`src/shared/uspc_pkg.sv`:
```
// Shared constants and state codes for the serial port control block.
package uspc_pkg;
  localparam logic [7:0] SCON_ADDR = 8'h98;
  localparam logic [7:0] SBUF_ADDR = 8'h99;
  localparam logic [7:0] SCON_RESET = 8'h40;
  localparam logic [7:0] SCON_FIXED = 8'h40;
  localparam logic [4:0] SCON_BIT_BASE = 5'h13;
  localparam int MODE_BIT = 7;
  localparam int MCE_BIT = 5;
  localparam int REN_BIT = 4;
  localparam int TB8_BIT = 3;
  localparam int RB8_BIT = 2;
  localparam int TI_BIT = 1;
  localparam int RI_BIT = 0;
  localparam logic [3:0] DATA_BITS = 4'h8;
  localparam logic [7:0] TIMER_TOP = 8'hff;

  typedef enum logic [4:0] {
    TX_IDLE = 5'h01,
    TX_START = 5'h02,
    TX_DATA = 5'h04,
    TX_NINTH = 5'h08,
    TX_STOP = 5'h10
  } uspc_tx_state_t;

  typedef enum logic [4:0] {
    RX_IDLE = 5'h01,
    RX_START = 5'h02,
    RX_DATA = 5'h04,
    RX_NINTH = 5'h08,
    RX_STOP = 5'h10
  } uspc_rx_state_t;
endpackage

```
`src/rtl/uspc_baud_gen.sv`:
```
// Baud tick generation from the external timer, with the receive timer copy.
`timescale 1ns/10ps
module uspc_baud_gen (
  input wire logic sys_clk_in,
  input wire logic resetn_in,
  input wire logic timer_tick_in,
  input wire logic [7:0] baud_timer_reload_in,
  input wire logic tx_overflow_in,
  input wire logic rx_restart_in,
  output logic rx_overflow_out,
  output logic tx_bit_tick_out
);
  import uspc_pkg::*;

  typedef struct packed {
    logic [7:0] rx_cnt;
    logic rx_ovf;
    logic tx_half;
    logic tx_tick;
  } uspc_baud_t;

  uspc_baud_t s_ff;
  uspc_baud_t nxt_s;

  always_comb begin
    nxt_s = s_ff;
    nxt_s.rx_ovf = 1'b0;
    nxt_s.tx_tick = 1'b0;
    if (rx_restart_in) begin
      nxt_s.rx_cnt = baud_timer_reload_in;
    end else if (timer_tick_in) begin
      if (s_ff.rx_cnt == TIMER_TOP) begin
        nxt_s.rx_cnt = baud_timer_reload_in;
        nxt_s.rx_ovf = 1'b1;
      end else begin
        nxt_s.rx_cnt = s_ff.rx_cnt + 8'h01;
      end
    end
    if (tx_overflow_in) begin
      nxt_s.tx_half = ~s_ff.tx_half;
      nxt_s.tx_tick = s_ff.tx_half;
    end
  end

  always_ff @(posedge sys_clk_in or negedge resetn_in) begin
    if (!resetn_in) begin
      s_ff <= '0;
    end else begin
      s_ff <= nxt_s;
    end
  end

  assign rx_overflow_out = s_ff.rx_ovf;
  assign tx_bit_tick_out = s_ff.tx_tick;
endmodule

```
`src/rtl/uspc_serial_port.sv`:
```
// Serial port control register, framing and flag logic.
`timescale 1ns/10ps
module uspc_serial_port (
  input wire logic sys_clk_in,
  input wire logic resetn_in,
  input wire logic [7:0] sfr_addr_in,
  input wire logic sfr_wr_in,
  input wire logic sfr_rd_in,
  input wire logic [7:0] sfr_wdata_in,
  input wire logic [7:0] bit_addr_in,
  input wire logic bit_wr_in,
  input wire logic bit_wdata_in,
  input wire logic irq_enable_in,
  input wire logic timer_tick_in,
  input wire logic [7:0] baud_timer_reload_in,
  input wire logic tx_overflow_in,
  input wire logic serial_receive_pin_in,
  output logic [7:0] sfr_rdata_out,
  output logic serial_transmit_pin_out,
  output logic irq_out
);
  import uspc_pkg::*;

  typedef struct packed {
    logic [7:0] scon;
    logic [7:0] rx_buf;
    logic [7:0] rdata;
    logic irq;
    logic tx_pin;
    uspc_tx_state_t tx_state;
    logic [7:0] tx_sh;
    logic [3:0] tx_cnt;
    uspc_rx_state_t rx_state;
    logic [7:0] rx_sh;
    logic rx_ninth;
    logic [3:0] rx_cnt;
    logic rx_half;
    logic rx_prev;
  } uspc_state_t;

  uspc_state_t s_ff;
  uspc_state_t nxt_s;
  logic rx_ovf;
  logic tx_tick;
  logic rx_restart;
  logic scon_byte_wr;
  logic scon_bit_wr;
  logic sbuf_wr;
  logic rx_stop_sample;
  logic rx_qual;
  logic rx_accept;
  logic ti_set;
  logic [7:0] sw_scon;

  uspc_baud_gen u_baud (
    .sys_clk_in(sys_clk_in),
    .resetn_in(resetn_in),
    .timer_tick_in(timer_tick_in),
    .baud_timer_reload_in(baud_timer_reload_in),
    .tx_overflow_in(tx_overflow_in),
    .rx_restart_in(rx_restart),
    .rx_overflow_out(rx_ovf),
    .tx_bit_tick_out(tx_tick)
  );

  assign scon_byte_wr = sfr_wr_in && (sfr_addr_in == SCON_ADDR);
  assign scon_bit_wr = bit_wr_in && (bit_addr_in[7:3] == SCON_BIT_BASE);
  assign sbuf_wr = sfr_wr_in && (sfr_addr_in == SBUF_ADDR);
  assign rx_restart = (s_ff.rx_state == RX_IDLE) && s_ff.scon[REN_BIT] && s_ff.rx_prev
                      && !serial_receive_pin_in;
  assign rx_stop_sample = (s_ff.rx_state == RX_STOP) && rx_ovf && s_ff.rx_half;
  assign rx_qual = s_ff.scon[MODE_BIT] ? s_ff.rx_ninth : serial_receive_pin_in;
  assign rx_accept = rx_stop_sample && !s_ff.scon[RI_BIT]
                     && (!s_ff.scon[MCE_BIT] || rx_qual);
  assign ti_set = (s_ff.tx_state == TX_STOP) && tx_tick && (s_ff.tx_cnt == 4'h0);

  always_comb begin
    sw_scon = s_ff.scon;
    if (scon_byte_wr) begin
      sw_scon = sfr_wdata_in;
    end else if (scon_bit_wr) begin
      sw_scon[bit_addr_in[2:0]] = bit_wdata_in;
    end
    sw_scon = sw_scon | SCON_FIXED;
  end

  always_comb begin
    nxt_s = s_ff;
    // hardware set wins over software clear.
    nxt_s.scon = sw_scon;
    nxt_s.scon[TI_BIT] = sw_scon[TI_BIT] | ti_set;
    nxt_s.scon[RI_BIT] = sw_scon[RI_BIT] | rx_accept;
    if (rx_accept) begin
      nxt_s.scon[RB8_BIT] = s_ff.scon[MODE_BIT] ? s_ff.rx_ninth : serial_receive_pin_in;
      nxt_s.rx_buf = s_ff.rx_sh;
    end
    nxt_s.irq = irq_enable_in && (nxt_s.scon[TI_BIT] || nxt_s.scon[RI_BIT]);
    nxt_s.rdata = s_ff.rdata;
    if (sfr_rd_in) begin
      if (sfr_addr_in == SCON_ADDR) begin
        nxt_s.rdata = s_ff.scon | SCON_FIXED;
      end else if (sfr_addr_in == SBUF_ADDR) begin
        nxt_s.rdata = s_ff.rx_buf;
      end else begin
        nxt_s.rdata = 8'h00;
      end
    end
    nxt_s.rx_prev = serial_receive_pin_in;
    unique case (s_ff.tx_state)
      TX_IDLE: begin
        if (sbuf_wr) begin
          nxt_s.tx_sh = sfr_wdata_in;
          nxt_s.tx_state = TX_START;
        end
      end
      TX_START: begin
        if (tx_tick) begin
          nxt_s.tx_pin = 1'b0;
          nxt_s.tx_cnt = 4'h0;
          nxt_s.tx_state = TX_DATA;
        end
      end
      TX_DATA: begin
        if (tx_tick) begin
          nxt_s.tx_pin = s_ff.tx_sh[0];
          nxt_s.tx_sh = {1'b0, s_ff.tx_sh[7:1]};
          nxt_s.tx_cnt = s_ff.tx_cnt + 4'h1;
          if (s_ff.tx_cnt == DATA_BITS - 4'h1) begin
            nxt_s.tx_state = s_ff.scon[MODE_BIT] ? TX_NINTH : TX_STOP;
            nxt_s.tx_cnt = 4'h0;
          end
        end
      end
      TX_NINTH: begin
        if (tx_tick) begin
          nxt_s.tx_pin = s_ff.scon[TB8_BIT];
          nxt_s.tx_state = TX_STOP;
        end
      end
      TX_STOP: begin
        if (tx_tick) begin
          nxt_s.tx_pin = 1'b1;
          nxt_s.tx_cnt = s_ff.tx_cnt + 4'h1;
          if (s_ff.tx_cnt != 4'h0) begin
            nxt_s.tx_state = TX_IDLE;
          end
        end
      end
    endcase
    unique case (s_ff.rx_state)
      RX_IDLE: begin
        if (rx_restart) begin
          nxt_s.rx_state = RX_START;
        end
      end
      RX_START: begin
        if (rx_ovf) begin
          nxt_s.rx_half = 1'b0;
          nxt_s.rx_cnt = 4'h0;
          nxt_s.rx_state = serial_receive_pin_in ? RX_IDLE : RX_DATA;
        end
      end
      RX_DATA: begin
        if (rx_ovf) begin
          nxt_s.rx_half = ~s_ff.rx_half;
          if (s_ff.rx_half) begin
            nxt_s.rx_sh = {serial_receive_pin_in, s_ff.rx_sh[7:1]};
            nxt_s.rx_cnt = s_ff.rx_cnt + 4'h1;
            if (s_ff.rx_cnt == DATA_BITS - 4'h1) begin
              nxt_s.rx_state = s_ff.scon[MODE_BIT] ? RX_NINTH : RX_STOP;
            end
          end
        end
      end
      RX_NINTH: begin
        if (rx_ovf) begin
          nxt_s.rx_half = ~s_ff.rx_half;
          if (s_ff.rx_half) begin
            nxt_s.rx_ninth = serial_receive_pin_in;
            nxt_s.rx_state = RX_STOP;
          end
        end
      end
      RX_STOP: begin
        if (rx_ovf) begin
          nxt_s.rx_half = ~s_ff.rx_half;
          if (s_ff.rx_half) begin
            nxt_s.rx_state = RX_IDLE;
          end
        end
      end
    endcase
    if (!s_ff.scon[REN_BIT]) begin
      nxt_s.rx_state = RX_IDLE;
    end
  end

  always_ff @(posedge sys_clk_in or negedge resetn_in) begin
    if (!resetn_in) begin
      s_ff <= '{scon: SCON_RESET, rx_buf: 8'h00, rdata: 8'h00, irq: 1'b0, tx_pin: 1'b1,
                tx_state: TX_IDLE, tx_sh: 8'h00, tx_cnt: 4'h0, rx_state: RX_IDLE,
                rx_sh: 8'h00, rx_ninth: 1'b0, rx_cnt: 4'h0, rx_half: 1'b0, rx_prev: 1'b1};
    end else begin
      s_ff <= nxt_s;
    end
  end

  assign sfr_rdata_out = s_ff.rdata;
  assign serial_transmit_pin_out = s_ff.tx_pin;
  assign irq_out = s_ff.irq;

  a_fixed_bit_read: assert property (@(posedge sys_clk_in) disable iff (!resetn_in)
    (sfr_rd_in && sfr_addr_in == SCON_ADDR) |=> sfr_rdata_out[6])
    else $error("Unused control bit did not read one.");
  a_stop_check_8: assert property (@(posedge sys_clk_in) disable iff (!resetn_in)
    (rx_stop_sample && !s_ff.scon[MODE_BIT] && s_ff.scon[MCE_BIT] && !serial_receive_pin_in
     && !s_ff.scon[RI_BIT] && !sw_scon[RI_BIT]) |=> !s_ff.scon[RI_BIT])
    else $error("Frame with low stop bit was accepted.");
  a_ninth_check_9: assert property (@(posedge sys_clk_in) disable iff (!resetn_in)
    (rx_stop_sample && s_ff.scon[MODE_BIT] && s_ff.scon[MCE_BIT] && !s_ff.rx_ninth
     && !sw_scon[RI_BIT]) |=> !s_ff.scon[RI_BIT])
    else $error("Frame with low ninth bit was accepted.");
  a_rx_disabled: assert property (@(posedge sys_clk_in) disable iff (!resetn_in)
    !s_ff.scon[REN_BIT] |=> s_ff.rx_state == RX_IDLE)
    else $error("Receiver left idle while disabled.");
  a_ninth_tx_bit: assert property (@(posedge sys_clk_in) disable iff (!resetn_in)
    (s_ff.tx_state == TX_NINTH && tx_tick) |=>
      serial_transmit_pin_out == $past(s_ff.scon[TB8_BIT]))
    else $error("Ninth transmit bit not driven.");
  a_rb8_capture: assert property (@(posedge sys_clk_in) disable iff (!resetn_in)
    (rx_accept && !scon_byte_wr && !scon_bit_wr) |=>
      s_ff.scon[RB8_BIT] == ($past(s_ff.scon[MODE_BIT]) ? $past(s_ff.rx_ninth)
                                                         : $past(serial_receive_pin_in)))
    else $error("Ninth receive bit capture wrong.");
  a_ti_at_stop: assert property (@(posedge sys_clk_in) disable iff (!resetn_in)
    (!$past(s_ff.scon[TI_BIT]) && s_ff.scon[TI_BIT] && !$past(scon_byte_wr)
     && !$past(scon_bit_wr)) |-> (s_ff.tx_state == TX_STOP && serial_transmit_pin_out))
    else $error("Transmit flag set outside stop bit start.");
  a_ri_on_accept: assert property (@(posedge sys_clk_in) disable iff (!resetn_in)
    rx_accept |=> s_ff.scon[RI_BIT] ##1 (s_ff.scon[RI_BIT] || $past(scon_byte_wr || scon_bit_wr)))
    else $error("Receive flag not set on accepted frame.");
  a_flags_sticky: assert property (@(posedge sys_clk_in) disable iff (!resetn_in)
    (s_ff.scon[TI_BIT] && !scon_byte_wr && !scon_bit_wr) |=> s_ff.scon[TI_BIT])
    else $error("Transmit flag cleared by hardware.");
  a_irq_follows: assert property (@(posedge sys_clk_in) disable iff (!resetn_in)
    (irq_enable_in && s_ff.scon[RI_BIT] && !scon_byte_wr && !scon_bit_wr) |=> irq_out)
    else $error("Interrupt request missing.");
  a_overrun_hold: assert property (@(posedge sys_clk_in) disable iff (!resetn_in)
    (rx_stop_sample && s_ff.scon[RI_BIT]) |=> $stable(s_ff.rx_buf))
    else $error("Receive latch overwritten while flag set.");
  a_start_bit_low: assert property (@(posedge sys_clk_in) disable iff (!resetn_in)
    (s_ff.tx_state == TX_START && tx_tick) |=> !serial_transmit_pin_out)
    else $error("Start bit not driven low.");
endmodule

```
`config.mk`:
```
export PLATFORM = sky130hd
export DESIGN_NAME = uspc_serial_port
export DESIGN_NICKNAME = d
export VERILOG_FILES = /design/src/shared/uspc_pkg.sv /design/src/rtl/uspc_baud_gen.sv /design/src/rtl/uspc_serial_port.sv
export SDC_FILE = /design/constraint.sdc
export NUM_CORES = 1
export LEC_CHECK = 0
export ABC_AREA = 1
export BUFFER_PORTS_ARGS = -buffer_cell sky130_fd_sc_hd__buf_2
export CAP_MARGIN = 20
export CORE_ASPECT_RATIO = 0.8
export CORE_MARGIN = 8
export CORE_UTILIZATION = 45
export CTS_CLUSTER_SIZE = 25
export DETAILED_ROUTE_END_ITERATION = 10
export RECOVER_POWER = 100
export SLEW_MARGIN = 10
export SYNTH_ARGS = -nofsm -noshare
export SYNTH_HDL_FRONTEND = slang
export SYNTH_SLANG_ARGS = --single-unit
```
`constraint.sdc`:
```
create_clock -name sys_clk_in -period 1.95 [get_ports sys_clk_in]
set_input_delay 0.0975 -clock sys_clk_in [delete_from_list [all_inputs] [get_ports sys_clk_in]]
set_output_delay 0.0975 -clock sys_clk_in [all_outputs]
set_load 0.03 [all_outputs]
```
# == Word level (Yosys, flattened, before mapping) ==
# Index checks and enable logic that the tools add are counted.
# word_totals
wordCells,152
latchBits,0
input_bits,42
romBits,0
regBits,73
n_memories,0
mem_bits_rw,0
# classes
eq_ne,36
bitwise_logic,4
n_mux,48
shift,0
add_sub_neg,3
n_div,0
n_lt_le_gt_ge,2
n_mul,0
n_reduce_logical,39
# op_table
operator,n
$mux 5,13
$pmux 5 s5,2
$mux 8,6
$mux 13,3
$eq 8x8->1 const B,3
$mux 18,1
$mux 6,3
$mux 4,4
$ne 2x1->1 const B,8
$pmux 8 s2,1
$eq 5x5->1 const B,3
$ne 3x3->1 const B,5
$logic_and 1x1->1,14
$ne 3x2->1 const B,4
$pmux 4 s3,1
$reduce_and 4->1,3
$eq 5x1->1 const B,2
$eq 5x2->1 const B,2
$eq 5x3->1 const B,2
$eq 5x4->1 const B,2
$mux 9,1
$reduce_and 3->1,3
$reduce_and 9->1,1
$reduce_bool 3->1,3
23 further kinds,42

# == Longest topological paths before layout ==
# Gate-level depths: netlist of the first run.
# depth
word_depth,10
mapped_depth,11
mapped_depth_nobuf,11

# == Hierarchy ==
# Synthesis of the first run repeated with hierarchy kept, for this count alone.
# hier_totals
hier_cells,565
hier_area_um2,4261.6
# modules_own_cells
mod,instances,cells_each,area_each_um2,seq_area_each_um2
uspc_serial_port,1,466,3525.9,1556.5
uspc_baud_gen,1,99,735.7,275.3

# == Worst setup path before layout of the first run ==
# No wires, ideal clock.
# synth_path
kind,flip-flop to flip-flop
from,register s_ff[32] (netlist name)
to,register s_ff[24] (netlist name)
path_slack_ns,0.523
arrival_ns,1.304
period_less_slack_ns,1.427
path_stages_with_launch,7
path_cell_list,dfstp_2 > nor2_2 > nand3_4 > clkinv_4 > o211ai_4 > buf_12 > o21ai_1
# synth_between
elab_chain_len,3
elab_cells_between_ends,7
classes_between,eq/ne (4); mux (1); reduce/logical (2)
# synth_lines
element,line,source
start: declaration,uspc_serial_port.sv:41,uspc_state_t s_ff;
start signal: assignment,uspc_serial_port.sv:200,"s_ff <= '{scon: SCON_RESET, rx_buf: 8'h00, rdata: 8'h00, irq: 1'b0, tx_pin: 1'b1,"
start signal: assignment,uspc_serial_port.sv:204,s_ff <= nxt_s;
$eq 5x1->1 or $eq 5x3->1 (tied branches),uspc_serial_port.sv:109,unique case (s_ff.tx_state)
"$ne 2x2->1 (no source line), or another cell as far along",n/a,
$reduce_and 3->1 (no source line),n/a,
# Parallel ways exist; a longest one is shown, timed or not.
# A chain may end at the register's enable or synchronous reset.

# == Final worst setup path of the first run ==
# layout_path
from,register s_ff[33] (netlist name)
to,register s_ff[22] (netlist name)
# layout_between
elab_chain_len,3
elab_cells_between_ends,9
classes_between,eq/ne (6); mux (1); reduce/logical (2)
# layout_lines
element,line
"$eq 5x2->1, or another cell as far along",uspc_serial_port.sv:109
$ne 2x1->1 (no source line) or $reduce_bool 3->1 (tied branches),n/a
$reduce_and 4->1 (no source line),n/a
# Parallel ways exist; a longest one is shown, timed or not.

==> impl_results.md, run 1 <==
* WS Path Type: flop to flop
* Crit path max fanout at 18
* Post-route DRC at 0
* Max-cap violations at 0
* Vias at 3622
* Clock-pin transition on the worst setup and hold timing paths at 0.06 ns
* Post-CTS Resized at 0
* Total power at 4.97 mW
* Clk sinks at 73
* Post-synthesis instance area at 4170 sq um
* Final nets at 640
* Post-Syn Instances at 534
* Clock Latency Late Sink at 0.33 ns
* Startpoint class of the critical path: flop
* Status: finished clean
* Main synth FF type: dfrtp_1
* Placed Area at 4540 sq um
* Hold_ws at 0.0128 ns
* Ys async rst share at 1.00
* Area contributors post-synth: dfrtp_1 41%, nand2_1 13%, nand3_1 7.1%
* Initial antenna violation count at 0
* Vias in the first global route at 3514
* Avg Inst Size Synth at 7.81 sq um
* Port Buffers at 51
* Total inserted antenna cells at 0
* Die Wd at 124 um
* Num rows at 31
* Number of DRC markers in iteration 0 at 232
* Detail-routed via count per cell at 5.07
* Remaining Overflow, GRT at 0
* Largest stage delay on the critical path at 0.38 ns
* Setup TNS at 0 ns
* Final setup fails at 0
* Area Overhead vs Synth at 16.0%
* DP HPWL at 7430 um
* Drt wl/cell at 13.4 um
* Pin slew with the least headroom to its limit at 1.12 ns
* Pleak at 2.54 nW
* Seq/Total Area, Yosys at 0.439
* RSZ-0062 raised after global routing: false
* Filler Cells Inserted at 914
* First-pass GRT wire length at 16700 um
* First-pass DRT Iterations at 4
* Root Driver: clkbuf_16
* H-tree levels at 3
* Initial Util at 0.461
* Routed Wire Length at 9570 um
* Largest net degree at the start of global routing at 25
* F_max at 566 MHz
* Finished Cell Area at 4840 sq um
* CP required at 2.19 ns
* Maximum VDD drop at 0.715 mV
* CTS Buf Count at 9
* Routed Antenna Nets at 0
* Share of cells above drive strength 1 at 0.162
* Synth cell types at 42
* Pins Over Slew Limit at 0
* Final Cycle Share at 0.906
* Worst path cell trace: nor2_1 -> nand3_4 -> clkbuf_2 -> nand3_1 -> nand2_1 -> inv_1 -> nand2_1 -> a22oi_1
* Yosys reg bits at 73
* Post-synth EDFFs at 0
* Final hold violation count at 0
* Die height at 102 um
* Critical path arrival at 2.01 ns
* DP Worst Slack at 0.313 ns
* GRT Total Usage at 0.164
* GP Congestion at 0.848
* Cell mode on critical path: nand2_1
* Worst slew margin at 0.251
* I/O Pins at 52
* Yosys top cell area share at 0.414
* CORE AREA at 9040 sq um
* Area of the die at 12600 sq um
* Final WS setup at 0.184 ns
* CTS tree: yes
* PwrDens at 1030 nW/um^2
* Worst Skew at 0.00584 ns
* Yosys top cell by area: dfrtp_1
* Max Root-Sink Buffers at 2
* Synth warnings at 0
* Tmin final at 1.77 ns
* Synth Net Count at 580
* CP Capture Type: flop
* Hold Crit Class: input pin to flop
* Critical-path top delay cell: dfrtp_1
[cell usage after synthesis (all sizes together), types with 4 or more instances]
cell and n:
nand2 153, dfrtp 69, nand3 66, inv 63, nor2 58, o21ai 44, buf 15, a21oi 8
nor3 8, nand4 7, o211ai 7, a31oi 5, dfstp 4, ha 4, xor2 4
[cells by family after synthesis]
logic type               after synthesis  synth area share
AND/OR/NAND/NOR                      295             0.331
buffers and inverters                 81            0.0891
flip-flops                            73             0.439
AO/OA/AOI/OAI                         72             0.109
XOR/XNOR                               6            0.0126
adder cells (fa/ha/maj)                4            0.0120
multiplexers                           3           0.00720
[sequential cells by signal (all words and copies together) (netlist names)]
signal	cells
u_baud.tx_bit_tick_out	1
s_ff	52
u_baud.s_ff	9
irq_out	1
serial_transmit_pin_out	1
u_baud.rx_overflow_out	1
sfr_rdata_out	8
[final timing paths]
path | start | endpoint | cells after the start | slack [ns]
setup / recovery | s_ff[33] | s_ff[22] | 8 | 0.18
hold / removal | baud_timer_reload_in[1] | u_baud.s_ff[4] | 3 | 0.01
setup reg to reg | s_ff[33] | s_ff[22] | 8 | 0.18
hold reg to reg | s_ff[26] | s_ff[26] | 2 | 0.48
max in group asynchronous | resetn_in | u_baud.s_ff[5] | 3 | 0.49
min in group asynchronous | resetn_in | s_ff[54] | 2 | 0.51
[metrics by stage]
step / instances / util
finish: 714 / 0.535
CTS: 714 / 0.545
global route: 714 / 0.535
global placement: 692 / 0.502
detailed placement: 692 / 0.502
floorplan: 534 / -
[critical path, delay by kind of cell (launching register included)]
kind / cells / cell delay (ns)
buffers and inverters: 2 / 0.44
and+or+nand+nor: 5 / 0.73
AOI/OAI and AO/OA: 1 / 0.13
DFF: 1 / 0.38
[cell type report]
cell class | instances | area (sq um) | area share
multi-input cells | 380 | 1910 | 0.396
flip-flops and latches | 73 | 1830 | 0.379
repair buffers | 66 | 372 | 0.0768
clock buffers | 11 | 253 | 0.0523
inverters | 64 | 245 | 0.0507
well taps | 115 | 144 | 0.0298
clock inverters | 5 | 77.6 | 0.0160
[power by group]
group | switching (mW) | leakage [nW] | internal (mW)
registers | 0.203 | 0.932 | 1.77
clock network | 0.617 | 0.162 | 1.18
logic | 0.762 | 1.45 | 0.439
total | 1.58 | 2.54 | 3.39
[timing repair]
item	4_1_cts	5_1_grt
endpoints found under the hold margin	19	0
hold buffers	6	0
setup buffers	0	0
[cells in the final DEF, fill, tap and decap left out, types with 3 or more instances in the layout]
cell type / n
nand2_1: 145
dfrtp_1: 69
nand3_1: 60
inv_1: 58
nor2_1: 50
buf_2: 38
o21ai_0: 34
clkbuf_1: 17
clkbuf_16: 9
nor3_1: 8
a21oi_1: 8
nand2_2: 7
nand4_1: 7
dlygate4sd3_1: 6
nor2_2: 5
o211ai_1: 5
o21ai_1: 5
a31oi_1: 5
o21ai_2: 5
nand3_2: 4
inv_2: 4
xor2_1: 4
ha_1: 4
dfstp_2: 4
mux2i_1: 3
o22a_1: 3
[layer usage]
| metal | track usage | up-vias | wire [um] |
|---|---|---|---|
| li1 | - | 1860 | - |
| met1 | 0.226 | 1685 | 4610 |
| met2 | 0.253 | 70 | 4370 |
| met3 | 0.0425 | 7 | 503 |
| met4 | 0.0388 | 0 | 84 |
| met5 | 0 | - | 0 |
No activity file was read; power rests on OpenSTA's default activity.
==> run 2: changes to the inputs <==
--- a/config.mk
+++ b/config.mk
@@ -10,9 +10,10 @@
 export CAP_MARGIN = 20
 export CORE_ASPECT_RATIO = 0.8
 export CORE_MARGIN = 8
-export CORE_UTILIZATION = 45
+export CORE_UTILIZATION = 58
 export CTS_CLUSTER_SIZE = 25
 export DETAILED_ROUTE_END_ITERATION = 10
+export PLACE_DENSITY = 0.8
 export RECOVER_POWER = 100
 export SLEW_MARGIN = 10
 export SYNTH_ARGS = -nofsm -noshare
==> run 2 against run 1 <==
Compared with the run above:
- count of clock-buffer cells in the layout increased by 1
- highest routed layer unchanged
- core utilization increased by 14 points
- largest power group unchanged
- clock skew is 0.0027 ns lower
- first-iteration DRC count is 9.1% lower
- sequential power hardly changed
==> impl_results.md, run 2 (synthesized netlist as in run 1, its figures left out) <==
* Clock-pin transition on the worst setup and hold timing paths at 0.07 ns (about the same)
* WS Path Type: flop to flop
* Final setup fails at 0 (unchanged)
* HP Start: baud_timer_reload_in[3]
* RR Endpoint: s_ff[17]
* Worst setup path start: s_ff[15]
* Critical path depth at 9 (+1)
* Critical path arrival at 1.98 ns (-0.03 ns)
* Largest register FFs at 52 (unchanged)
* Initial antenna violation count at 0 (unchanged)
* Crit path max fanout at 6 (-12)
* Total inserted antenna cells at 0 (unchanged)
* Root Driver: clkbuf_8
* Post-route DRC at 0 (unchanged)
* Total power at 4.46 mW (-10%)
* Pins Over Slew Limit at 0 (unchanged)
* Worst path cell trace: nor2_2 -> nand3_1 -> nand3_1 -> nand2_1 -> nand2_1 -> nand2_2 -> nand2_2 -> nand2_1 -> nand2_1
* Tmin final at 1.74 ns (-0.0214 ns)
* Worst Skew at 0.00318 ns (-0.00266 ns)
* First-pass DRT Iterations at 5 (+1)
* CP required at 2.19 ns (about the same)
* Port Buffers at 51 (unchanged)
* Number of DRC markers in iteration 0 at 211 (-9.1%)
* Pleak at 2.48 nW (-2.3%)
* Hold Crit Class: input pin to flop
* Post-CTS Resized at 0 (unchanged)
* DP HPWL at 6840 um (-8.0%)
* Area Overhead vs Synth at 11.8%
* I/O Pins at 52 (unchanged)
* Vias in the first global route at 3473 (-1.2%)
* PwrDens at 956 nW/um^2 (-7.0%)
* Die height at 91.8 um (-10%)
* Startpoint class of the critical path: flop
* F_max at 573 MHz (+1.2%)
* Share of cells above drive strength 1 at 0.162 (+0.000543)
* Num rows at 27 (-13%)
* Worst r2r path cells at 9 (+1)
* First-pass GRT wire length at 15700 um (-6.0%)
* Setup TNS at 0 ns (unchanged)
* GRT Total Usage at 0.182 (+0.0173)
* Critical-path top delay cell: dfstp_1
* Max Root-Sink Buffers at 2 (unchanged)
* Cell mode on critical path: nand2_1
* Worst hold path depth at 3 (unchanged)
* Die Wd at 111 um (-10%)
* Placed Area at 4470 sq um (-1.4%)
* Maximum VDD drop at 0.817 mV (+14%)
* Pin slew with the least headroom to its limit at 0.689 ns (-0.434 ns)
* Detail-routed via count per cell at 5.41 (+6.6%)
* Hold_ws at 0.0151 ns (+0.00224 ns)
* Worst path top cell family by delay: simple AND/OR/NAND/NOR gates
* CORE AREA at 6930 sq um (-23%)
* Worst r2r src: s_ff[15]
* Finished Cell Area at 4660 sq um (-3.6%)
* Most frequent cells in the layout: 143 x nand2_1, 69 x dfrtp_1, 63 x nand3_1
* Initial Util at 0.602 (+0.141)
* GP Congestion at 0.885 (+4.3%)
* Final hold violation count at 0 (unchanged)
* Final nets at 638 (-0.31%)
* Largest stage delay on the critical path at 0.58 ns (+0.20 ns)
* RSZ-0062 raised after global routing: false
* Max-cap violations at 0 (unchanged)
* Clock Latency Late Sink at 0.35 ns (+0.02 ns)
* Largest net degree at the start of global routing at 27 (+8.0%)
* Remaining Overflow, GRT at 0 (unchanged)
* Worst slew margin at 0.541 (+0.289)
* Final Cycle Share at 0.895 (-0.0110)
* H-tree levels at 3 (unchanged)
* Routed Antenna Nets at 0 (unchanged)
* Buf/Inv on CP at 0 (-2)
* Routed Wire Length at 9010 um (-5.9%)
* Commonest non-fill, non-tap cell in the layout: nand2_1
* CTS tree: yes
* CP Capture Type: flop
* CTS Buf Count at 9 (unchanged)
* WHS Endpoint: u_baud.s_ff[6]
* Drt wl/cell at 13.2 um (-1.8%)
* Clk sinks at 73 (unchanged)
* Area of the die at 10200 sq um (-19%)
* R2r setup slk at 0.21 ns (+0.02 ns)
* Vias at 3698 (+2.1%)
* Most flops, register: s_ff
* Status: finished clean
run 2: worst max path at each step:
stage / end / slack, ns
floorplan: s_ff[24] / 0.52
global placement: s_ff[17] / 0.39
detailed placement: s_ff[17] / 0.31
CTS: s_ff[17] / 0.29
global route: s_ff[17] / 0.08
finish: s_ff[17] / 0.21
run 2: worst register-to-register path, cell delays in order, from the launching register on:
cell and delay, ns:
dfstp_1 0.58, nor2_2 0.07, nand3_1 0.30, nand3_1 0.22
nand2_1 0.10, nand2_1 0.06, nand2_2 0.11, nand2_2 0.08
nand2_1 0.06, nand2_1 0.05
run 2: power breakdown:
group          switching (mW)  internal (mW)
sequential              0.213           1.76
combinational           0.739          0.431
clock                   0.554          0.759
total                    1.51           2.95
run 2: final cells by class:
class | instances | area, sq um
fill | 568 | 2260
clock buffer | 12 | 145
tap | 87 | 109
inverter | 64 | 245
clock inverter | 4 | 76.3
multi-input combinational | 380 | 1900
timing repair buffer | 64 | 350
sequential | 73 | 1830
run 2: timing repair:
| item | in CTS | in global routing |
|---|---|---|
| endpoints found under the hold margin | 30 | 0 |
| hold buffers | 8 | 0 |
| buffers inserted | 0 | 0 |
| setup endpoints to repair | 0 | 0 |
run 2: per-stage QoR:
| step | instances | utilization | setup slack, ns |
|---|---|---|---|
| 2_1_floorplan | 534 | - | 0.523 |
| 3_3_place_gp | 660 | 0.646 | 0.392 |
| 3_5_place_dp | 660 | 0.646 | 0.310 |
| 4_1_cts | 684 | 0.689 | 0.289 |
| 5_1_grt | 684 | 0.673 | 0.0800 |
| 6_report | 684 | 0.673 | 0.205 |
run 2: metal layers:
layer | part of all wire | routed length [um] | up-vias | global-route usage
li1 | - | - | 1846 | -
met1 | 0.46 | 4130 | 1739 | 0.235
met2 | 0.47 | 4280 | 106 | 0.295
met3 | 0.059 | 531 | 7 | 0.0521
met4 | 0.0079 | 71 | 0 | 0.0415
met5 | 0 | 0 | - | 0
==> run 3: changes to the inputs <==
--- a/config.mk
+++ b/config.mk
@@ -14,7 +14,6 @@
 export CTS_CLUSTER_SIZE = 25
 export DETAILED_ROUTE_END_ITERATION = 10
 export PLACE_DENSITY = 0.8
-export RECOVER_POWER = 100
 export SLEW_MARGIN = 10
 export SYNTH_ARGS = -nofsm -noshare
 export SYNTH_HDL_FRONTEND = slang
==> run 3 against run 2 <==
Compared with the run above:
- clock power about the same
- sequential power about the same
- worst hold slack worse by 0.00055 ns
- largest cell class unchanged
- critical path depth shrank 1
- combinational power grew 7%
- clock skew is 0.0016 ns higher
==> impl_results.md, run 3 (synthesized netlist as in run 1, its figures left out) <==
* Critical-path top delay cell: dfrtp_1
* Worst Skew at 0.00476 ns (+0.00158 ns)
* Vias in the first global route at 3473 (unchanged)
* Combinational share of power at 0.275 (+0.013)
* Drt wl/cell at 13.1 um (-0.33%)
* Int Power at 2.99 mW (+1.3%)
* HP Start: baud_timer_reload_in[3]
* CORE AREA at 6930 sq um (unchanged)
* Clock-pin transition on the worst setup and hold timing paths at 0.08 ns (about the same)
* Worst path cell trace: nor2_2 -> nand4_1 -> nor2_2 -> nand2_2 -> nand2_2 -> nand2_2 -> nand2_1 -> nand2_1
* Net Sw Frac at 0.342 (+0.00459)
* Total inserted antenna cells at 0 (unchanged)
* Status: finished clean
* Maximum VDD drop at 0.860 mV (+5.2%)
* Final Cycle Share at 0.861 (-0.0333)
* Crit path max fanout at 19 (+13)
* GRT Total Usage at 0.182 (unchanged)
* RR Endpoint: s_ff[17]
* Die Wd at 111 um (unchanged)
* Initial Util at 0.602 (unchanged)
* Largest register FFs at 52 (unchanged)
* Final setup fails at 0 (unchanged)
* WHS Endpoint: u_baud.s_ff[6]
* F_max at 595 MHz (+3.9%)
* Critical path arrival at 1.92 ns (-0.06 ns)
* Max-cap violations at 0 (unchanged)
* Largest stage delay on the critical path at 0.42 ns (-0.16 ns)
* Worst hold path depth at 3 (unchanged)
* Max Root-Sink Buffers at 2 (unchanged)
* Startpoint class of the critical path: flop
* Hold Crit Class: input pin to flop
* H-tree levels at 3 (unchanged)
* Pleak at 2.54 nW (+2.4%)
* Setup TNS at 0 ns (unchanged)
* CP Capture Type: flop
* Cell mode on critical path: nand2_2
* Post-route DRC at 0 (unchanged)
* Worst r2r src: s_ff[17]
* First-pass DRT Iterations at 5 (unchanged)
* CTS tree: yes
* Area of the die at 10200 sq um (unchanged)
* WS Path Type: flop to flop
* Die height at 91.8 um (unchanged)
* Remaining Overflow, GRT at 0 (unchanged)
* Most flops, register: s_ff
* Final nets at 638 (unchanged)
* Root Driver: clkbuf_8
* Setup bufs post-CTS at 0 (unchanged)
* Post-CTS Resized at 0 (unchanged)
* Worst setup path start: s_ff[17]
* Tmin final at 1.68 ns (-0.0649 ns)
* Worst slew margin at 0.537 (-0.00406)
* Most frequent cells in the layout: 140 x nand2_1, 69 x dfrtp_1, 59 x nand3_1
* Detail-routed via count per cell at 5.37 (-0.62%)
* Total power at 4.55 mW (+2.0%)
* Clock Latency Late Sink at 0.35 ns (about the same)
* Clock power frac at 0.290 (-0.004)
* Sequential power share at 0.435 (-0.008)
* R2r setup slk at 0.27 ns (+0.06 ns)
* Area Overhead vs Synth at 14.4%
* First-pass GRT wire length at 15700 um (unchanged)
* Num rows at 27 (unchanged)
* Worst path top cell family by delay: simple AND/OR/NAND/NOR gates
* PwrDens at 953 nW/um^2 (-0.32%)
* DP HPWL at 6840 um (unchanged)
* Commonest non-fill, non-tap cell in the layout: nand2_1
* Routed Antenna Nets at 0 (unchanged)
* Number of DRC markers in iteration 0 at 187 (-11%)
* CTS Buf Count at 9 (unchanged)
* RSZ-0062 raised after global routing: false
* CTS hold repair buffers at 8 (unchanged)
* Psw at 1.56 mW (+3.4%)
* Worst r2r path cells at 8 (-1)
* CP required at 2.19 ns (about the same)
* Buf/Inv on CP at 0 (unchanged)
* Share of cells above drive strength 1 at 0.213 (+0.0503)
* Largest net degree at the start of global routing at 27 (unchanged)
* Routed Wire Length at 8980 um (-0.33%)
* Clk sinks at 73 (unchanged)
* Final hold violation count at 0 (unchanged)
* Initial antenna violation count at 0 (unchanged)
* Port Buffers at 51 (unchanged)
* I/O Pins at 52 (unchanged)
* Pins Over Slew Limit at 0 (unchanged)
* Pin slew with the least headroom to its limit at 0.695 ns (+0.00610 ns)
* GP Congestion at 0.885 (unchanged)
* Vias at 3675 (-0.62%)
## run 3: cell count changes in the layout (fill, tap and decap cells not counted), sizes merged
cell / change
buf: +15
clkbuf: -15
clkinv: -1
inv: +1
## run 3: worst min-delay path, cell delays in order
cell and delay [ns]:
buf_2 0.09, o211ai_1 0.09, nand2_1 0.06
## run 3: how the worst max path moves through the flow
stage | to | slack, ns | cells past startpoint
2_1_floorplan | s_ff[24] | 0.52 | 6
3_3_place_gp | s_ff[17] | 0.39 | 8
3_5_place_dp | s_ff[17] | 0.31 | 8
4_1_cts | s_ff[17] | 0.29 | 8
5_1_grt | s_ff[17] | 0.14 | 8
6_report | s_ff[17] | 0.27 | 8
## run 3: final cells by class
cell class | count | area, sq um
clock buffer | 12 | 145
clock inverter | 4 | 76.3
fill | 542 | 2150
inverter | 64 | 245
multi-input combinational | 380 | 1970
sequential | 73 | 1830
tap | 87 | 109
timing repair buffer | 64 | 398
## run 3: power groups by stage
| stage | clock network (mW) | logic [mW] | registers, mW |
|---|---|---|---|
| 4_1_cts | 1.34 | 1.25 | 1.97 |
| 6_report | 1.32 | 1.25 | 1.98 |
| 3_5_place_dp | 0 | 1.24 | 2.00 |
| 3_3_place_gp | 0 | 1.19 | 1.99 |
| 5_1_grt | 1.39 | 1.41 | 2.01 |
| 2_1_floorplan | 0 | 0.978 | 1.97 |
## run 3: through the flow
stage	cells	setup WS [ns]	cell area (sq um)	hold WS, ns	util
floorplan	534	0.523	4170	-0.198	-
detailed placement	660	0.310	4470	0.169	0.646
global route	684	0.138	4770	0.0290	0.689
global placement	660	0.392	4470	0.165	0.646
CTS	684	0.289	4770	0.00463	0.689
finish	684	0.270	4770	0.0145	0.689
## run 3: layer usage
metal | share of wire | GRT usage | up-vias
met4 | 0.0080 | 0.0415 | 0
li1 | - | - | 1854
met2 | 0.47 | 0.295 | 105
met3 | 0.058 | 0.0521 | 8
met1 | 0.46 | 0.235 | 1708
met5 | 0 | 0 | -
